### config.mk
export PLATFORM = sky130hd
export DESIGN_NAME = strap_latch_output_config
export DESIGN_NICKNAME = d
export VERILOG_FILES = /design/src/logic/strap_pkg.sv /design/src/logic/strap_latch_output_config.sv /design/src/logic/nco_clock.sv
export SDC_FILE = /design/constraint.sdc
export NUM_CORES = 1
export LEC_CHECK = 0
export BUFFER_PORTS_ARGS = -buffer_cell sky130_fd_sc_hd__buf_2
export CAP_MARGIN = 20
export CORE_MARGIN = 8
export CORE_UTILIZATION = 30
export CTS_CLUSTER_SIZE = 30
export DETAILED_ROUTE_END_ITERATION = 10
export GPL_TIMING_DRIVEN = 1
export PLACE_DENSITY_LB_ADDON = 0.08
export SKIP_LAST_GASP = 1
export SYNTH_ARGS = -nofsm -noshare
export SYNTH_HDL_FRONTEND = slang
export SYNTH_SLANG_ARGS = --single-unit
### constraint.sdc
create_clock -name pclk -period 3.75 [get_ports pclk]
set_input_delay 0.5625 -clock pclk [delete_from_list [all_inputs] [get_ports pclk]]
set_output_delay 0.5625 -clock pclk [all_outputs]
set_load 0.02 [all_outputs]
### src/logic/strap_pkg.sv
// shared constants and types for the strap latch and output config block
// assumes one 250 MHz pclk; the cpu, agp, pci, usb and superio clocks are synthesised from it
package strap_pkg;

  // ----------------------------------------------------------------
  // dual-purpose pin indices
  // ----------------------------------------------------------------
  localparam int PIN_COUNT = 8;
  localparam int PIN_FS0 = 0;
  localparam int PIN_FS1 = 1;
  localparam int PIN_FS2 = 2;
  localparam int PIN_FS3 = 3;
  localparam int PIN_PROC = 4;
  localparam int PIN_MULT = 5;
  localparam int PIN_MEM = 6;
  localparam int PIN_PGOOD = 7;

  // ----------------------------------------------------------------
  // clock synthesis
  // ----------------------------------------------------------------
  // outputs run at the table rate divided by this; pclk cannot carry more
  localparam int OUT_SCALE = 4;
  localparam int NCO_WIDTH = 16;
  localparam int MEM_PAIRS = 6;
  localparam int GEN_COUNT = 5;
  localparam int GEN_CPU = 0;
  localparam int GEN_AGP = 1;
  localparam int GEN_PCI = 2;
  localparam int GEN_USB = 3;
  localparam int GEN_SIO = 4;
  // increment = f_mhz * 2 * 2^16 / (250 * OUT_SCALE)
  localparam logic [NCO_WIDTH-1:0] INC_USB_48 = 16'h1893;
  localparam logic [NCO_WIDTH-1:0] INC_SIO_24 = 16'h0c4a;

  // ----------------------------------------------------------------
  // register map
  // ----------------------------------------------------------------
  localparam int ADDR_WIDTH = 8;
  localparam logic [ADDR_WIDTH-1:0] ADDR_CTRL = 8'h00;
  localparam logic [ADDR_WIDTH-1:0] ADDR_STATUS = 8'h04;
  localparam int CTRL_REF_DOUBLE_BIT = 0;
  localparam int CTRL_SIO_48_BIT = 1;
  localparam logic CTRL_REF_DOUBLE_RESET = 1'b0;
  localparam logic CTRL_SIO_48_RESET = 1'b0;
  localparam int STAT_CODE_LSB = 0;
  localparam int STAT_PROC_BIT = 4;
  localparam int STAT_MULT_BIT = 5;
  localparam int STAT_MEM_BIT = 6;
  localparam int STAT_ON_BIT = 7;
  localparam int STAT_STATE_LSB = 8;

  typedef enum logic [1:0] {
    ST_WAIT_SUPPLY = 2'b00,
    ST_WAIT_PGOOD = 2'b01,
    ST_RUN = 2'b10
  } power_state_e;

  typedef struct packed {
    logic psel;
    logic penable;
    logic pwrite;
    logic [ADDR_WIDTH-1:0] paddr;
    logic [31:0] pwdata;
  } apb_req_s;

  typedef struct packed {
    logic pready;
    logic pslverr;
    logic [31:0] prdata;
  } apb_rsp_s;

  typedef struct packed {
    logic [NCO_WIDTH-1:0] cpu;
    logic [NCO_WIDTH-1:0] agp;
    logic [NCO_WIDTH-1:0] pci;
  } freq_set_s;

  typedef struct packed {
    logic [NCO_WIDTH-1:0] acc;
    logic level;
  } nco_state_s;

  // one of sixteen cpu/agp/pci sets
  function automatic freq_set_s freq_set_lookup(input logic [3:0] code);
    freq_set_s s;
    unique case (code)
      4'h0: s = '{16'h2234, 16'h2234, 16'h111a};
      4'h1: s = '{16'h3333, 16'h2234, 16'h111a};
      4'h2: s = '{16'h3d71, 16'h1eb8, 16'h0f5c};
      4'h3: s = '{16'h4444, 16'h2223, 16'h1111};
      4'h4: s = '{16'h24dd, 16'h24dd, 16'h126f};
      4'h5: s = '{16'h35c3, 16'h23d7, 16'h11ec};
      4'h6: s = '{16'h51ec, 16'h20c5, 16'h1062};
      4'h7: s = '{16'h47ae, 16'h23d7, 16'h11ec};
      4'h8: s = '{16'h276d, 16'h276d, 16'h13b6};
      4'h9: s = '{16'h3852, 16'h258c, 16'h12c6};
      4'ha: s = '{16'h5c29, 16'h1eb8, 16'h0f5c};
      4'hb: s = '{16'h554d, 16'h2219, 16'h110d};
      4'hc: s = '{16'h2e14, 16'h1eb8, 16'h0f5c};
      4'hd: s = '{16'h3333, 16'h2223, 16'h1111};
      4'he: s = '{16'h6666, 16'h2223, 16'h1111};
      4'hf: s = '{16'h4444, 16'h2223, 16'h1111};
    endcase
    return s;
  endfunction : freq_set_lookup

endpackage : strap_pkg

### src/logic/strap_latch_output_config.sv
// strap capture, power-good latch and output configuration
// assumes pins, supply detect, crystal and buffer input are asynchronous
// and that the pad ring resolves each in/out/oe triple to one wire
//
// What this block does
// - select bit 0 captured, then ref copy a
// - ref drive single or double, single default
// - mode 1: power good low latches straps
// - later power good edges change nothing
// - mode 0: power good pin is ref copy b
// - memory true outputs follow buffer input
// - memory comp outputs invert, or copy in sdr
// - processor type captured, then graphics clock b
// - cpu pair push-pull or open-drain by mode
// - multiplier strap picks four or six drive
// - select bit 1 captured, then free pci clock
// - select bit 3 captured, then usb clock
// - select code picks one of sixteen sets
// - pci clocks phase locked to cpu clocks
// - select bit 2 captured, then superio clock
// - memory type captured, then pci clock one
//
// Chosen here: the address map and the APB slave port.
`timescale 1ns/1ps
`default_nettype none
module strap_latch_output_config
  import strap_pkg::*;
(
  input wire logic pclk,
  input wire logic presetn,
  input wire logic ce,
  input wire apb_req_s apb_req,
  output apb_rsp_s apb_rsp,
  input wire logic supply_ok,
  input wire logic crystal_input,
  input wire logic buf_in,
  input wire logic [PIN_COUNT-1:0] pin_in,
  output logic [PIN_COUNT-1:0] pin_out,
  output logic [PIN_COUNT-1:0] pin_oe,
  output logic cpu_true_out,
  output logic cpu_true_oe,
  output logic cpu_comp_out,
  output logic cpu_comp_oe,
  output logic [1:0] graphics_port_clock,
  output logic [3:0] pci_clock,
  output logic [MEM_PAIRS-1:0] memory_true_out,
  output logic [MEM_PAIRS-1:0] memory_comp_out,
  output logic cpu_drive_x6,
  output logic ref_strength_double,
  output logic outputs_enabled
);

  // ----------------------------------------------------------------
  // state
  // ----------------------------------------------------------------
  typedef struct packed {
    power_state_e st;
    // synchroniser stages for every asynchronous input
    logic [PIN_COUNT-1:0] pin_s1;
    logic [PIN_COUNT-1:0] pin_s2;
    logic supply_s1;
    logic supply_s2;
    logic xtal_s1;
    logic xtal_s2;
    logic buf_s1;
    logic buf_s2;
    // latched straps and power-up progress
    logic pgood_prev;
    logic [3:0] freq_select_code;
    logic proc_type;
    logic drive_mult;
    logic mem_type;
    logic outputs_on;
    // software controls
    logic ref_double;
    logic sio_48;
    // read path, captured in the setup cycle
    logic [31:0] prdata;
    logic pslverr;
    // registered pin and clock outputs, so no output glitches
    logic [PIN_COUNT-1:0] pin_out;
    logic [PIN_COUNT-1:0] pin_oe;
    logic cpu_t;
    logic cpu_t_oe;
    logic cpu_c;
    logic cpu_c_oe;
    logic [1:0] agp;
    logic [3:0] pci;
    logic [MEM_PAIRS-1:0] mem_t;
    logic [MEM_PAIRS-1:0] mem_c;
  } main_state_s;

  // one state vector: built below, registered once
  main_state_s cur_reg;
  main_state_s cur_next;
  freq_set_s freq_set;
  logic [NCO_WIDTH-1:0] gen_inc [GEN_COUNT];
  logic [GEN_COUNT-1:0] gen_clk;

  // ----------------------------------------------------------------
  // clock synthesis
  // ----------------------------------------------------------------
  // increments for the latched code and the programmable superio rate
  always_comb
  begin
    freq_set = freq_set_lookup(cur_reg.freq_select_code);
    gen_inc[GEN_CPU] = freq_set.cpu;
    gen_inc[GEN_AGP] = freq_set.agp;
    gen_inc[GEN_PCI] = freq_set.pci;
    gen_inc[GEN_USB] = INC_USB_48;
    // the 48 MHz superio step is the 24 MHz step shifted, kept 16 bits wide
    gen_inc[GEN_SIO] = cur_reg.sio_48 ?
      {INC_SIO_24[NCO_WIDTH-2:0], 1'b0} : INC_SIO_24;
  end

  // all generators share pclk and leave clear together, so the pci
  // phase against cpu is fixed for each set
  genvar g;
  generate
    for (g = 0; g < GEN_COUNT; g++)
    begin : gen_nco
      nco_clock u_nco (
        .pclk(pclk),
        .presetn(presetn),
        .ce(ce),
        .clear(!cur_reg.outputs_on),
        .inc(gen_inc[g]),
        .clk_out(gen_clk[g])
      );
    end
  endgenerate

  // ----------------------------------------------------------------
  // next-state logic
  // ----------------------------------------------------------------
  always_comb
  begin
    logic on;
    logic cpu_clk;
    logic pci_clk;
    logic ref_clk;
    cur_next = cur_reg;
    // every clock is gated by the enable so nothing toggles early
    on = cur_reg.outputs_on;
    cpu_clk = gen_clk[GEN_CPU] & on;
    pci_clk = gen_clk[GEN_PCI] & on;
    ref_clk = cur_reg.xtal_s2 & on;
    if (ce)
    begin
      // two-flop synchronisers; only stage two is read by logic
      cur_next.pin_s1 = pin_in;
      cur_next.pin_s2 = cur_reg.pin_s1;
      cur_next.supply_s1 = supply_ok;
      cur_next.supply_s2 = cur_reg.supply_s1;
      cur_next.xtal_s1 = crystal_input;
      cur_next.xtal_s2 = cur_reg.xtal_s1;
      cur_next.buf_s1 = buf_in;
      cur_next.buf_s2 = cur_reg.buf_s1;

      // power-up sequence
      unique case (cur_reg.st)
        ST_WAIT_SUPPLY:
        begin
          // all straps are taken here; mode 1 retakes fs and multiplier
          if (cur_reg.supply_s2)
          begin
            cur_next.freq_select_code =
              cur_reg.pin_s2[PIN_FS3:PIN_FS0];
            cur_next.proc_type = cur_reg.pin_s2[PIN_PROC];
            cur_next.drive_mult = cur_reg.pin_s2[PIN_MULT];
            cur_next.mem_type = cur_reg.pin_s2[PIN_MEM];
            cur_next.pgood_prev = cur_reg.pin_s2[PIN_PGOOD];
            if (cur_reg.pin_s2[PIN_PROC])
            begin
              cur_next.st = ST_WAIT_PGOOD;
            end
            else
            begin
              // no power-good qualification in this mode
              cur_next.st = ST_RUN;
              cur_next.outputs_on = 1'b1;
            end
          end
        end
        ST_WAIT_PGOOD:
        begin
          cur_next.pgood_prev = cur_reg.pin_s2[PIN_PGOOD];
          // a high sample must come first, so a line held low never enables
          if (cur_reg.pgood_prev && !cur_reg.pin_s2[PIN_PGOOD])
          begin
            cur_next.freq_select_code =
              cur_reg.pin_s2[PIN_FS3:PIN_FS0];
            cur_next.drive_mult = cur_reg.pin_s2[PIN_MULT];
            cur_next.outputs_on = 1'b1;
            cur_next.st = ST_RUN;
          end
        end
        ST_RUN:
        begin
          // terminal: the power-good pin is never looked at again
          cur_next.st = ST_RUN;
        end
        default:
        begin
          cur_next.st = ST_WAIT_SUPPLY;
        end
      endcase

      // apb setup phase decodes; zero-wait access phase commits
      if (apb_req.psel && !apb_req.penable)
      begin
        cur_next.prdata = '0;
        cur_next.pslverr = 1'b0;
        if (apb_req.paddr == ADDR_CTRL)
        begin
          cur_next.prdata[CTRL_REF_DOUBLE_BIT] = cur_reg.ref_double;
          cur_next.prdata[CTRL_SIO_48_BIT] = cur_reg.sio_48;
        end
        else if (apb_req.paddr == ADDR_STATUS)
        begin
          cur_next.prdata[STAT_CODE_LSB+:4] = cur_reg.freq_select_code;
          cur_next.prdata[STAT_PROC_BIT] = cur_reg.proc_type;
          cur_next.prdata[STAT_MULT_BIT] = cur_reg.drive_mult;
          cur_next.prdata[STAT_MEM_BIT] = cur_reg.mem_type;
          cur_next.prdata[STAT_ON_BIT] = cur_reg.outputs_on;
          cur_next.prdata[STAT_STATE_LSB+:2] = cur_reg.st;
        end
        else
        begin
          cur_next.pslverr = 1'b1;
        end
      end

      // only control is writable; status and unmapped writes are dropped
      if (apb_req.psel && apb_req.penable && apb_req.pwrite &&
          apb_req.paddr == ADDR_CTRL)
      begin
        cur_next.ref_double = apb_req.pwdata[CTRL_REF_DOUBLE_BIT];
        cur_next.sio_48 = apb_req.pwdata[CTRL_SIO_48_BIT];
      end

      // dual-purpose pins: inputs until captured, then clock outputs
      cur_next.pin_oe = '0;
      cur_next.pin_out = '0;
      if (cur_reg.st != ST_WAIT_SUPPLY)
      begin
        // in mode 1 the select and multiplier pins wait for power good
        cur_next.pin_oe[PIN_FS3:PIN_FS0] = {4{cur_reg.st == ST_RUN}};
        cur_next.pin_oe[PIN_MULT] = (cur_reg.st == ST_RUN);
        // pins 4 and 6 become outputs as soon as the straps are held
        cur_next.pin_oe[PIN_PROC] = 1'b1;
        cur_next.pin_oe[PIN_MEM] = 1'b1;
        cur_next.pin_oe[PIN_PGOOD] = !cur_reg.proc_type;
        cur_next.pin_out[PIN_FS0] = ref_clk;
        cur_next.pin_out[PIN_FS1] = pci_clk;
        cur_next.pin_out[PIN_FS2] = gen_clk[GEN_SIO] & on;
        cur_next.pin_out[PIN_FS3] = gen_clk[GEN_USB] & on;
        cur_next.pin_out[PIN_PROC] = gen_clk[GEN_AGP] & on;
        cur_next.pin_out[PIN_MULT] = pci_clk;
        cur_next.pin_out[PIN_MEM] = pci_clk;
        cur_next.pin_out[PIN_PGOOD] = ref_clk & !cur_reg.proc_type;
      end

      // cpu pair: open-drain only pulls low, so oe carries the clock
      if (cur_reg.proc_type)
      begin
        cur_next.cpu_t = cpu_clk;
        cur_next.cpu_c = on & !cpu_clk;
        cur_next.cpu_t_oe = cur_reg.st != ST_WAIT_SUPPLY;
        cur_next.cpu_c_oe = cur_reg.st != ST_WAIT_SUPPLY;
      end
      else
      begin
        // open drain: levels stay low, the enables carry the waveform
        cur_next.cpu_t = 1'b0;
        cur_next.cpu_c = 1'b0;
        cur_next.cpu_t_oe = on & !cpu_clk;
        cur_next.cpu_c_oe = cpu_clk;
      end

      // fixed agp and pci outputs, all from the shared generators
      cur_next.agp = {2{gen_clk[GEN_AGP] & on}};
      cur_next.pci = {4{pci_clk}};

      // memory fan-out: ddr pairs or twelve in-phase sdr copies
      cur_next.mem_t = {MEM_PAIRS{cur_reg.buf_s2 & on}};
      if (cur_reg.mem_type)
      begin
        // single rate: complementary pins become in-phase copies
        cur_next.mem_c = {MEM_PAIRS{cur_reg.buf_s2 & on}};
      end
      else
      begin
        // double rate: complementary pins carry the inverse
        cur_next.mem_c = {MEM_PAIRS{!cur_reg.buf_s2 & on}};
      end
    end
  end

  // ----------------------------------------------------------------
  // registers
  // ----------------------------------------------------------------
  // reset loads constants only; straps are caught later by the fsm
  always_ff @(posedge pclk or negedge presetn)
  begin
    if (!presetn)
    begin
      cur_reg <= '0;
      cur_reg.ref_double <= CTRL_REF_DOUBLE_RESET;
      cur_reg.sio_48 <= CTRL_SIO_48_RESET;
    end
    else
    begin
      cur_reg <= cur_next;
    end
  end

  // ----------------------------------------------------------------
  // outputs
  // ----------------------------------------------------------------
  // pready is combinational so every access with ce high ends in its first cycle
  assign apb_rsp.pready = apb_req.psel & apb_req.penable & ce;
  assign apb_rsp.pslverr = cur_reg.pslverr & apb_rsp.pready;
  assign apb_rsp.prdata = cur_reg.prdata;

  // dual-purpose pins and the cpu pair
  assign pin_out = cur_reg.pin_out;
  assign pin_oe = cur_reg.pin_oe;
  assign cpu_true_out = cur_reg.cpu_t;
  assign cpu_true_oe = cur_reg.cpu_t_oe;
  assign cpu_comp_out = cur_reg.cpu_c;
  assign cpu_comp_oe = cur_reg.cpu_c_oe;

  // fan-out clocks
  assign graphics_port_clock = cur_reg.agp;
  assign pci_clock = cur_reg.pci;
  assign memory_true_out = cur_reg.mem_t;
  assign memory_comp_out = cur_reg.mem_c;

  // latched straps and software controls
  assign cpu_drive_x6 = cur_reg.drive_mult;
  assign ref_strength_double = cur_reg.ref_double;
  assign outputs_enabled = cur_reg.outputs_on;

endmodule : strap_latch_output_config
`default_nettype wire

### src/logic/nco_clock.sv
// phase accumulator that toggles one clock output on each carry
// assumes inc stays below 2^NCO_WIDTH / 2 so every toggle is visible
`timescale 1ns/1ps
`default_nettype none
module nco_clock
  import strap_pkg::*;
(
  input wire logic pclk,
  input wire logic presetn,
  input wire logic ce,
  input wire logic clear,
  input wire logic [NCO_WIDTH-1:0] inc,
  output logic clk_out
);

  nco_state_s cur_reg;
  nco_state_s cur_next;

  // clearing holds the phase at zero so siblings start together
  always_comb
  begin
    logic [NCO_WIDTH:0] sum;
    sum = '0;
    cur_next = cur_reg;
    if (ce)
    begin
      if (clear)
      begin
        cur_next = '0;
      end
      else
      begin
        sum = {1'b0, cur_reg.acc} + {1'b0, inc};
        cur_next.acc = sum[NCO_WIDTH-1:0];
        if (sum[NCO_WIDTH])
        begin
          cur_next.level = ~cur_reg.level;
        end
      end
    end
  end

  // state register
  always_ff @(posedge pclk or negedge presetn)
  begin
    if (!presetn)
    begin
      cur_reg <= '0;
    end
    else
    begin
      cur_reg <= cur_next;
    end
  end

  assign clk_out = cur_reg.level;

endmodule : nco_clock
`default_nettype wire

== Word level (Yosys, flattened, before mapping) ==
Memories as Yosys holds them, arrays and structs flattened.
Cells that the tools add are included.
Storage, ports and cells
  flip-flop bits (word level): 160
  memory bits (read-only): 672
  bits of input ports: 57
  output and inout port bits: 75
  logic and storage cells: 131
  memories kept: 1
Operators by class
  add/sub/neg operators: 5
  equal/unequal tests: 11
  mux-type cells: 31
  bitwise logic cells: 18
  reductions and logical operators: 26
Memory list
  (name not given): depth 16, bits a word 42, read ports 1, clocked after memory_dff 0, wr ports 0, RTL line strap_pkg.sv:86  | unique case (code)
Operator list (count)
  $mux W17: 5
  $add A16 B16 Y17: 3
  $add A16 B13 Y17: 1
  $add A16 B13 Y17 const B: 1
  $mux W16: 1
  $reduce_and A2 Y1: 7
  $and A1 B1 Y1: 13
  $mux W13: 1
  $mux W1: 10
  $mux W10: 1
  $ne A2 B1 Y1 const B: 5
  $pmux W5 S2: 1
  $mux W9: 1
  $reduce_and A3 Y1: 3
  $eq A8 B3 Y1 const B: 1
  $logic_not A8 Y1: 1
  $mux W2: 4
  $mux W4: 2
  $mux W8: 1
  $mux W6: 1
  $ne A2 B2 Y1 const B: 3
  $pmux W2 S3: 1
  $logic_and A1 B1 Y1: 5
  $logic_not A1 Y1: 5
  8 further kinds: 14

== Depth between registers and ports, before layout ==
Gate-level depths: netlist of run 1.
  word-level depth: 4
  gate-level depth with buffers: 15
  gate-level depth less buffers: 14

== Hierarchy ==
A second synthesis of run 1 with hierarchy kept.
Unflattened totals
  cell total of the unflattened synthesis: 1200
  area total of the unflattened synthesis: 11061.9 um^2
By module, submodules not included
  strap_latch_output_config: instances 1, cells an instance 388, area each 3718.6 um^2, sequential area each 1576.5 um^2
  nco_clock (gen_nco[3].u_nco ...): instances 2, cells an instance 166, area each 1508.9 um^2, sequential area each 425.4 um^2
  nco_clock (gen_nco[1].u_nco ...): instances 2, cells an instance 162, area each 1428.9 um^2, sequential area each 425.4 um^2
  nco_clock (gen_nco[0].u_nco): instances 1, cells an instance 156, area each 1467.7 um^2, sequential area each 425.4 um^2

== Worst setup path before layout of run 1 ==
Ideal clock, no wire load.
  path kind: register to register
  start: reg cur_reg[78] (netlist name)
  end: reg gen_nco[1].u_nco.cur_reg (netlist bit gen_nco[1].u_nco.clk_out)
  setup time: 123 ps
  arrival: 3033 ps
  required time: 3627 ps
  path slack: 594 ps
  stages on the path, launching flop included: 16
  path buffers: 1
  clock period less this slack: 3156 ps
  cell sequence: dfrtp_1 clkbuf_1 inv_1 ha_1 inv_1 o211ai_1 o21ai_0 ha_1 inv_1 fa_1 nand3b_1 a21oi_1 o2bb2ai_1 o31ai_2 nand4_1 mux2i_1
Between the ends
  cells in the longest elaborated chain, start to end: 4
RTL lines
  start, declared: RTL line strap_latch_output_config.sv:94  | main_state_s cur_reg;
  start signal, assigned: RTL line strap_latch_output_config.sv:314  | cur_reg <= cur_next;
  $mem_v2 Z16 W42
  $add A16 B16 Y17: RTL line nco_clock.sv:33  | sum = {1'b0, cur_reg.acc} + {1'b0, inc};
  $ne A2 B1 Y1 (no source line)
  $reduce_and A2 Y1 (no source line)
  end signal, assigned: RTL line nco_clock.sv:52  | cur_reg <= cur_next;
  end, declared: RTL line nco_clock.sv:16  | nco_state_s cur_reg;
Every way passes these cells.
A chain may end at the register's enable or synchronous reset.

== Worst setup path after layout of run 1 ==
Ends and elaborated chain as after synthesis.

==> impl_results.md, run 1 <==
- Main combinational cell family by area after synthesis: compound AO/OA/AOI/OAI gates
- Io pins: 132
- Tcrit/Tclk final: 89.27%
- Pre-CTS WS: 0.3749 ns
- Max reg flops: 79
- RSZ-0062 raised after global routing: false
- Mapped Cells: 1040
- Rel. slew slack: 51.80%
- Fmax: 0.2987 GHz
- Post-Synth Simple-Gate Area: 13.06%
- Effective utilization at floorplan: 30.23%
- Setup Skew: 0.01399 ns
- Fraction of layout cells with a size suffix above 1: 16.88%
- Final Max Tran Viols: 0
- Row count: 66
- Yosys warns: 0
- Gpl congestion: 0.7996
- DRT iter0 DRCs: 347
- CTS Hold Bufs: 0
- Die Wd: 196.1 um
- CP Data Required Time: 4.07 ns
- Post-synth EDFFs: 0
- P&R area growth vs syn: 10.84%
- Worst vdd ir: 314.8 uV
- DIE HEIGHT: 196.1 um
- Hold WC Path Type: in -> async
- WHS: 0.1252 ns
- H-tree levels: 4
- Total negative slack: 0 ns
- Routed Antenna Nets: 0
- Max Buffers Root-to-Sink: 2
- Clock sink count: 147
- CP endpoint kind: flop
- Overall Global Routing Usage: 13.61%
- Post-layout minimum cycle time: 3.348 ns
- Largest fanout on the critical path: 6
- Multiplexer area fraction after synthesis: 5.129%
- Slew @ Worst Pin: 0.7230 ns
- WL/cell: 16.96 um
- Register area share after synthesis: 37.79%
- Net count, final: 1193
- Setup Crit Path Kind: reg -> reg
- Post-DP HPWL: 17920 um
- Post-synthesis xor/xnor area fraction: 3.599%
- Vias: 7379
- Pwr dens: 970.0 nW/um2
- Total placed cells including tap cells: 1454
- Critical Path AT: 3.67 ns
- Drt total wl: 25210 um
- Post-layout worst setup margin: 0.4024 ns
- Post-layout util: 33.50%
- Seq cells post-synth: 147
- Ys flop type: dfrtp_1
- LEAKAGE: 0.004950 uW
- Outcome: finished clean
- Setup bufs post-CTS: 0
- Clk pin slew, worst setup/hold paths: 0.07 ns
- Endpoints failing setup: 0
- Die Area: 38470 um2
- First-pass DRT Iterations: 4
- TritonCTS Buffers: 17
- Synth Cell Area: 9734 um2
- Commonest cells after routing, fill and taps aside: dfrtp_1, nand2_1, buf_2
- Port Buffer Count: 79
- Post-cts sizing count: 0
- Complex-gate fraction of the synthesized area: 21.79%
- Asr flop ratio synth: 100.0%
- Fin cells: 1486
- Final hold viol count: 0
- Root Buffer Master: clkbuf_16
- Vias per cell: 4.966
- Core ar.: 32210 um2
- Synth Area in Adders: 9.434%
- Drt drc: 0
- Ant. Diodes: 0
- Distinct cells, synth: 76
- Total grt overflow: 0
- CTS tree: yes
- Global-route wire length before repair: 42190 um
- Worst skew pair latency: 0.44 ns
- Max-Cap Viols: 0
- Avg Inst Size Synth: 9.360 um2
- Setup crit start kind: flop
- Commonest non-fill, non-tap cell in the layout: dfrtp_1
- Worst R2R Setup Slack: 0.40 ns
- Initial antenna violation count: 0
- Pin count of the biggest net entering global routing: 66
- Vias in the first global route: 7627
==> cells in the mapped netlist (all sizes together) (2+ instances only) <==
cell / instances / area, um2
a211o: 2 / 17.52
a211oi: 16 / 130.1
a21boi: 2 / 15.01
a21o: 17 / 127.6
a21oi: 60 / 304.0
a22o: 37 / 324.1
a22oi: 2 / 15.01
a31oi: 8 / 50.05
a41oi: 2 / 17.52
and2: 7 / 43.79
and3: 11 / 68.82
buf: 78 / 558.0
clkbuf: 38 / 142.6
dfrtp: 147 / 3679
fa: 4 / 80.08
ha: 67 / 838.3
inv: 50 / 187.7
mux2: 31 / 349.1
mux2i: 15 / 150.1
nand2: 83 / 311.6
nand2b: 8 / 50.05
nand3: 35 / 175.2
nand3b: 6 / 45.04
nand4: 9 / 56.30
nand4b: 3 / 26.28
nor2: 54 / 205.2
nor2b: 7 / 43.79
nor3: 13 / 65.06
nor3b: 3 / 22.52
o2111ai: 4 / 35.03
o211ai: 16 / 120.1
o21a: 9 / 67.56
o21ai: 79 / 402.9
o21bai: 7 / 67.57
o221ai: 3 / 26.28
o22ai: 4 / 25.02
o2bb2ai: 15 / 131.4
o31ai: 12 / 95.09
o41ai: 3 / 26.28
or2: 2 / 12.51
or3: 7 / 43.79
or4: 5 / 41.29
xnor2: 23 / 201.4
xor2: 17 / 148.9
==> area by class of cell <==
class	instances	area [um2]
flip-flops and latches	147	3679
multi-input cells	747	5245
fillers	3363	21420
clock buffers	18	439.2
clock inverters	14	142.6
well taps	408	510.5
repair buffers	101	581.8
inverters	51	191.4
==> through the flow <==
stage                     instance area, um2  power [uW]
after CTS                              10790       10590
after global routing                   10790       11490
after floorplan                         9813        7572
after detailed placement               10210        8785
after global placement                 10210        8799
final                                  10790       10470
==> worst paths after layout <==
check | startpoint | end | depth (start not counted)
worst min-delay path | presetn | gen_nco[0].u_nco.cur_reg[8] | 1
worst max register to register | cur_reg[78] | gen_nco[1].u_nco.clk_out | 14
worst min register to register | pin_out[3] | pin_out[3] | 1
min in group pclk | apb_req[0] | ref_strength_double | 2
worst max-delay path | cur_reg[78] | gen_nco[1].u_nco.clk_out | 14
max in group asynchronous | presetn | gen_nco[2].u_nco.cur_reg[7] | 2
==> routing by layer <==
| layer | share of wire (%) | GRT usage [%] | vias to the layer above |
|---|---|---|---|
| met1 | 51 | 18.43 | 3543 |
| met3 | 3.0 | 2.999 | 21 |
| met4 | 1.1 | 3.313 | 0 |
| li1 | - | - | 3725 |
| met5 | 0 | 0 | - |
| met2 | 45 | 21.78 | 90 |
==> critical path, cell delays in order, from the launching register on <==
cell	delay [ns]
dfrtp_1	0.40
inv_1	0.17
ha_1	0.32
inv_1	0.20
o211ai_1	0.10
o21ai_0	0.14
ha_1	0.21
inv_1	0.06
fa_1	0.39
nand3b_1	0.21
a21oi_1	0.20
o2bb2ai_1	0.20
o31ai_2	0.34
nand4_1	0.16
mux2i_1	0.15
==> cells by family after synthesis <==
family | Yosys count
compound gates | 310
xor+xnor | 40
fa+ha+maj | 71
buf+inv | 167
flops | 147
mux | 46
other cells | 1
simple gates | 258
==> power breakdown <==
part           switching, uW  total (uW)  leakage (uW)  internal (uW)
clock                    778        1730      0.000288            954
sequential               518        2720       0.00178           2200
combinational           3400        6020       0.00288           2610
(Power assumes the default switching activity.)
==> inputs of run 2 (changes only) <==
--- a/config.mk
+++ b/config.mk
@@ -8,7 +8,7 @@
 export BUFFER_PORTS_ARGS = -buffer_cell sky130_fd_sc_hd__buf_2
 export CAP_MARGIN = 20
 export CORE_MARGIN = 8
-export CORE_UTILIZATION = 30
+export CORE_UTILIZATION = 35
 export CTS_CLUSTER_SIZE = 30
 export DETAILED_ROUTE_END_ITERATION = 10
 export GPL_TIMING_DRIVEN = 1
==> run 2 against run 1 <==
Net effect:
- combinational power down 0.8%
- clock-buffer cell count fell by 1
- die area is 13% lower
- clock power barely moved
- register-to-register slack worse by 0.09 ns
- routed wire length fell by 1.7%
==> impl_results.md, run 2 (synthesized netlist as in run 1, its figures left out) <==
- WHS: 0.2135 ns (+0.08825 ns)
- Tcrit/Tclk final: 91.74% (+2.5 points)
- H-tree levels: 4 (unchanged)
- LEAKAGE: 0.004971 uW (+0.42%)
- Ant. Diodes: 0 (unchanged)
- Global-route wire length before repair: 41190 um (-2.4%)
- Pin count of the biggest net entering global routing: 85 (+29%)
- Clk pin slew, worst setup/hold paths: 0.08 ns (about the same)
- Max reg flops: 79 (unchanged)
- Overall Global Routing Usage: 15.31% (+1.7 points)
- Routed Antenna Nets: 0 (unchanged)
- FILL cells: 2768 (-18%)
- Setup crit start kind: flop
- Io pins: 132 (unchanged)
- Cell chain of the critical path: buf_4, ha_1, nor2_1, nor3_1, a31oi_1, ha_1, a21oi_1, a21oi_1, a211oi_1, o21ai_0, xnor2_1, o31ai_1
- Total grt overflow: 0 (unchanged)
- Pwr dens: 968.5 nW/um2 (-0.15%)
- Setup bufs post-CTS: 0 (unchanged)
- Post-layout minimum cycle time: 3.440 ns (+0.09279 ns)
- Worst vdd ir: 320.7 uV (+1.9%)
- Post-cts sizing count: 0 (unchanged)
- Fin cells: 1459 (-1.8%)
- Crit-path slowest cell: a211oi_1
- Slew @ Worst Pin: 0.9336 ns (+0.2106 ns)
- Post-DP HPWL: 17580 um (-1.9%)
- First-pass DRT Iterations: 4 (unchanged)
- Worst Setup SP: cur_reg[77]
- Vias in the first global route: 7517 (-1.4%)
- Vias: 7497 (+1.6%)
- WL/cell: 16.99 um (+0.15%)
- Final hold viol count: 0 (unchanged)
- Drt total wl: 24790 um (-1.7%)
- Hold WC Path Type: in -> async
- CP Data Required Time: 4.10 ns (+0.03 ns)
- CTS Hold Bufs: 0 (unchanged)
- Row count: 61 (-7.6%)
- RSZ-0062 raised after global routing: false
- Total negative slack: 0 ns (unchanged)
- Port Buffer Count: 79 (unchanged)
- Slowest stage delay, CP: 0.48 ns (+0.08 ns)
- Initial antenna violation count: 0 (unchanged)
- Die Area: 33400 um2 (-13%)
- Drt drc: 0 (unchanged)
- Clock sink count: 147 (unchanged)
- Fmax: 0.2907 GHz (-2.7%)
- TritonCTS Buffers: 17 (unchanged)
- Setup Skew: 0.01703 ns (+0.003031 ns)
- Die Wd: 182.8 um (-6.8%)
- DRT iter0 DRCs: 418 (+20%)
- Core ar.: 27550 um2 (-14%)
- Outcome: finished clean
- Worst skew pair latency: 0.44 ns (about the same)
- Total placed cells including tap cells: 1427 (-1.9%)
- CP endpoint kind: flop
- Reg2reg start: cur_reg[77]
- CP endpoint: gen_nco[2].u_nco.cur_reg[11]
- Worst R2R Setup Slack: 0.31 ns (-0.09 ns)
- Net count, final: 1196 (+0.25%)
- Commonest non-fill, non-tap cell in the layout: dfrtp_1
- Max-Cap Viols: 0 (unchanged)
- Endpoints failing setup: 0 (unchanged)
- CTS tree: yes
- Root Buffer Master: clkbuf_16
- Rel. slew slack: 37.53% (-14 points)
- Setup Crit Path Kind: reg -> reg
- P&R area growth vs syn: 10.94% (about the same)
- DIE HEIGHT: 182.8 um (-6.8%)
- Critical Path AT: 3.79 ns (+0.12 ns)
- Fraction of layout cells with a size suffix above 1: 17.11% (+0.23 points)
- Max Buffers Root-to-Sink: 2 (unchanged)
- Placed cell area: 10190 um2 (-0.15%)
- Final Max Tran Viols: 0 (unchanged)
- Effective utilization at floorplan: 35.33% (+5.1 points)
- Gpl congestion: 0.8070 (+0.93%)
- Worst reg-to-reg path cell count: 12 (-2)
- Vias per cell: 5.138 (+3.5%)
- Largest fanout on the critical path: 10 (+4)
- Design Area, Final: 10800 um2 (about the same)
- RR Endpoint: gen_nco[2].u_nco.cur_reg[11]
- Commonest cells after routing, fill and taps aside: dfrtp_1, nand2_1, buf_2
## run 2: changes by cell type in the layout (fill, tap and decap cells not counted), moves of 2 or more
| cell | change |
|---|---|
| buf_4 | +3 |
| clkinv_2 | -2 |
| clkinv_8 | +5 |
| inv_6 | -3 |
| inv_8 | +2 |
## run 2: layer usage
| layer | vias up | global-route usage (%) | part of all wire (%) |
|---|---|---|---|
| met4 | 0 | 4.066 | 1.0 |
| met2 | 112 | 24.34 | 46 |
| met5 | - | 0 | 0 |
| met1 | 3630 | 21.24 | 51 |
| li1 | 3737 | - | - |
| met3 | 18 | 2.651 | 2.6 |
## run 2: metrics by stage
step | setup slack, ns | power (uW) | utilization (%)
4_1_cts | 0.2816 | 10550 | 39.19
5_1_grt | 0.002764 | 11440 | 39.19
2_1_floorplan | 0.5938 | 7572 | -
3_5_place_dp | 0.3183 | 8722 | 36.99
3_3_place_gp | 0.3159 | 8726 | 36.99
6_report | 0.3096 | 10460 | 39.19
## run 2: worst max-delay path, delay by kind of cell, from the launching register on
family	cells	cell delay, ns
XOR/XNOR	1	0.16
buffers and inverters	1	0.20
adder cells (fa/ha/maj)	2	0.59
flip-flops	1	0.44
AND/OR/NAND/NOR	2	0.29
AO/OA/AOI/OAI	6	1.65
## run 2: how the worst min path moves through the flow
stage                     cells past startpoint                     endpoint  slack, ns
after floorplan                               0                   apb_rsp[0]       0.27
after global placement                        2  gen_nco[0].u_nco.cur_reg[9]       0.47
after detailed placement                      2                   pin_out[7]       0.47
after CTS                                     1  gen_nco[4].u_nco.cur_reg[3]       0.25
after global routing                          1  gen_nco[4].u_nco.cur_reg[3]       0.28
final                                         1  gen_nco[4].u_nco.cur_reg[3]       0.21
## run 2: layout make-up
| class | count | area, um2 | share of cell area [%] |
|---|---|---|---|
| Clock buffer | 17 | 425.4 | 3.939 |
| Clock inverter | 15 | 181.4 | 1.680 |
| Inverter | 51 | 191.4 | 1.773 |
| Multi-Input combinational cell | 747 | 5245 | 48.57 |
| Sequential cell | 147 | 3679 | 34.06 |
| Tap cell | 378 | 473.0 | 4.380 |
| Timing Repair Buffer | 104 | 604.3 | 5.596 |
## run 2: report_power, final
group          leakage, uW  internal, uW  switching [uW]
logic              0.00290          2600            3360
registers          0.00178          2200             535
clock network     0.000296           905             854
total              0.00497          5710            4750
==> inputs of run 3 (changes only) <==
--- a/config.mk
+++ b/config.mk
@@ -5,12 +5,12 @@
 export SDC_FILE = /design/constraint.sdc
 export NUM_CORES = 1
 export LEC_CHECK = 0
-export BUFFER_PORTS_ARGS = -buffer_cell sky130_fd_sc_hd__buf_2
 export CAP_MARGIN = 20
 export CORE_MARGIN = 8
 export CORE_UTILIZATION = 35
 export CTS_CLUSTER_SIZE = 30
 export DETAILED_ROUTE_END_ITERATION = 10
+export DONT_BUFFER_PORTS = 1
 export GPL_TIMING_DRIVEN = 1
 export PLACE_DENSITY_LB_ADDON = 0.08
 export SKIP_LAST_GASP = 1
==> run 3 against run 2 <==
Net effect:
- first-iteration DRC count down 7.2%
- the flow now finishes with violations (negative hold slack)
- largest cell class unchanged
- maximum frequency up 1.0%
- worst setup slack better by 0.034 ns
- sequential power up 8.1%
- core utilization down 1.9 points
==> impl_results.md, run 3 (synthesized netlist as in run 1, its figures left out) <==
- Crit-path slowest cell: fa_1
- Worst R2R Setup Slack: 0.34 ns (+0.03 ns)
- CP Data Required Time: 4.07 ns (-0.03 ns)
- Global-route wire length before repair: 39270 um (-4.6%)
- Critical Path AT: 3.72 ns (-0.07 ns)
- Reg2reg start: cur_reg[77]
- First-pass DRT Iterations: 5 (+1)
- Vias in the first global route: 7018 (-6.6%)
- Commonest cells after routing, fill and taps aside: dfrtp_1, nand2_1, o21ai_0
- Fraction of layout cells with a size suffix above 1: 9.687% (-7.4 points)
- WL/cell: 17.50 um (+3.0%)
- Worst skew pair latency: 0.44 ns (about the same)
- Initial antenna violation count: 0 (unchanged)
- Routed Antenna Nets: 0 (unchanged)
- Post-layout power: 10220 uW (-2.3%)
- Vias per cell: 5.172 (+0.66%)
- TritonCTS Buffers: 17 (unchanged)
- Final Max Tran Viols: 0 (unchanged)
- Drt drc: 0 (unchanged)
- Tcrit/Tclk final: 90.84% (-0.91 points)
- Io pins: 132 (unchanged)
- Post-layout minimum cycle time: 3.406 ns (-0.03396 ns)
- Violated checks: negative hold slack
- Final hold viol count: 147 (+147)
- Max-Cap Viols: 0 (unchanged)
- Clk pin slew, worst setup/hold paths: 0.07 ns (about the same)
- Worst vdd ir: 370.5 uV (+15%)
- Commonest non-fill, non-tap cell in the layout: dfrtp_1
- LEAKAGE: 0.004553 uW (-8.4%)
- Largest fanout on the critical path: 5 (-5)
- CP endpoint kind: flop
- Setup bufs post-CTS: 0 (unchanged)
- Drt total wl: 23960 um (-3.3%)
- DIE HEIGHT: 182.8 um (unchanged)
- Rel. slew slack: 25.77% (-12 points)
- Max Buffers Root-to-Sink: 2 (unchanged)
- Hold WC Path Type: in -> async
- Ant. Diodes: 0 (unchanged)
- Overall Global Routing Usage: 14.75% (-0.56 points)
- CP most frequent cell: inv_1
- WHS: -0.1755 ns (-0.3889 ns)
- RSZ-0062 raised after global routing: false
- Post-DP HPWL: 16180 um (-8.0%)
- RR Endpoint: gen_nco[1].u_nco.clk_out
- Gpl congestion: 0.7615 (-5.6%)
- Root Buffer Master: clkbuf_16
- Net count, final: 1106 (-7.5%)
- Effective utilization at floorplan: 35.33% (unchanged)
- Setup Crit Path Kind: reg -> reg
- Port Buffer Count: 0 (-100%)
- Die Area: 33400 um2 (unchanged)
- Core ar.: 27550 um2 (unchanged)
- Clock sink count: 147 (unchanged)
- Total grt overflow: 0 (unchanged)
- Outcome: complete, but fails checks
- Pwr dens: 994.0 nW/um2 (+2.6%)
- Endpoints failing setup: 0 (unchanged)
- Cell chain of the critical path: inv_1, ha_1, inv_1, o211ai_1, o21ai_0, ha_1, inv_1, fa_1, nand3b_1, a21oi_1, o2bb2ai_1, o31ai_2, nand4_1, mux2i_1
- Slowest stage delay, CP: 0.38 ns (-0.10 ns)
- DRT iter0 DRCs: 388 (-7.2%)
- P&R area growth vs syn: 5.630%
- Pin count of the biggest net entering global routing: 148 (+74%)
- Max reg flops: 79 (unchanged)
- Vias: 7081 (-5.5%)
- Row count: 61 (unchanged)
- Die Wd: 182.8 um (unchanged)
- Fmax: 0.2936 GHz (+1.0%)
- Total negative slack: 0 ns (unchanged)
- Worst reg-to-reg path cell count: 14 (+2)
- CTS tree: yes
- Setup crit start kind: flop
- Setup Skew: 0.01528 ns (-0.001743 ns)
- H-tree levels: 4 (unchanged)
- Slew @ Worst Pin: 1.113 ns (+0.1798 ns)
[run 3: area by class of cell]
class	instances	area, um2
Sequential cell	147	3680
Inverter	51	191.4
Multi-Input combinational cell	747	5245
Timing Repair Buffer	14	117.6
Fill cell	2787	17270
Clock inverter	12	108.9
Tap cell	378	473.0
Clock buffer	20	466.7
[run 3: stage by stage]
stage                     util [%]  setup slack (ns)  cell area, um2  instances
after floorplan                  -            0.5938            9813       1061
after global placement       35.23            0.3128            9707       1337
after detailed placement     35.23            0.3124            9707       1337
after CTS                    37.32            0.2839           10280       1369
after global routing         37.32           0.04325           10280       1369
final                        37.32            0.3436           10280       1369
[run 3: report_power, final]
group | internal [uW] | switching (uW)
sequential | 2190 | 751
combinational | 2490 | 3080
clock | 925 | 779
total | 5610 | 4610
[run 3: worst max path at each step]
stage                     start                       end  slack (ns)  depth (start not counted)
detailed placement  cur_reg[77]  gen_nco[1].u_nco.clk_out        0.31                         14
global route        cur_reg[77]  gen_nco[1].u_nco.clk_out        0.04                         14
finish              cur_reg[77]  gen_nco[1].u_nco.clk_out        0.34                         14
CTS                 cur_reg[77]  gen_nco[1].u_nco.clk_out        0.28                         14
global placement    cur_reg[77]  gen_nco[1].u_nco.clk_out        0.31                         14
floorplan           cur_reg[78]  gen_nco[1].u_nco.clk_out        0.59                         15
[run 3: critical path, delay by kind of cell, from the launching register on]
family / cells / cell delay, ns
compound gates: 5 / 1.02
buf+inv: 3 / 0.46
fa+ha+maj: 3 / 0.94
simple gates: 2 / 0.36
flops: 1 / 0.37
mux: 1 / 0.14
[run 3: metal layers]
layer	vias to the layer above	part of all wire [%]	global-route usage (%)	wire length, um
li1	3547	-	-	-
met4	0	1.1	3.904	274
met2	106	44	22.60	10440
met3	17	3.8	3.443	911
met5	-	0	0	0
met1	3411	51	20.60	12330
[run 3: repair_timing]
item / 4_1_cts / 5_1_grt
setup endpoints to repair: 0 / 1
gates resized for setup: 0 / 0
hold endpoints to repair: 147 / 147
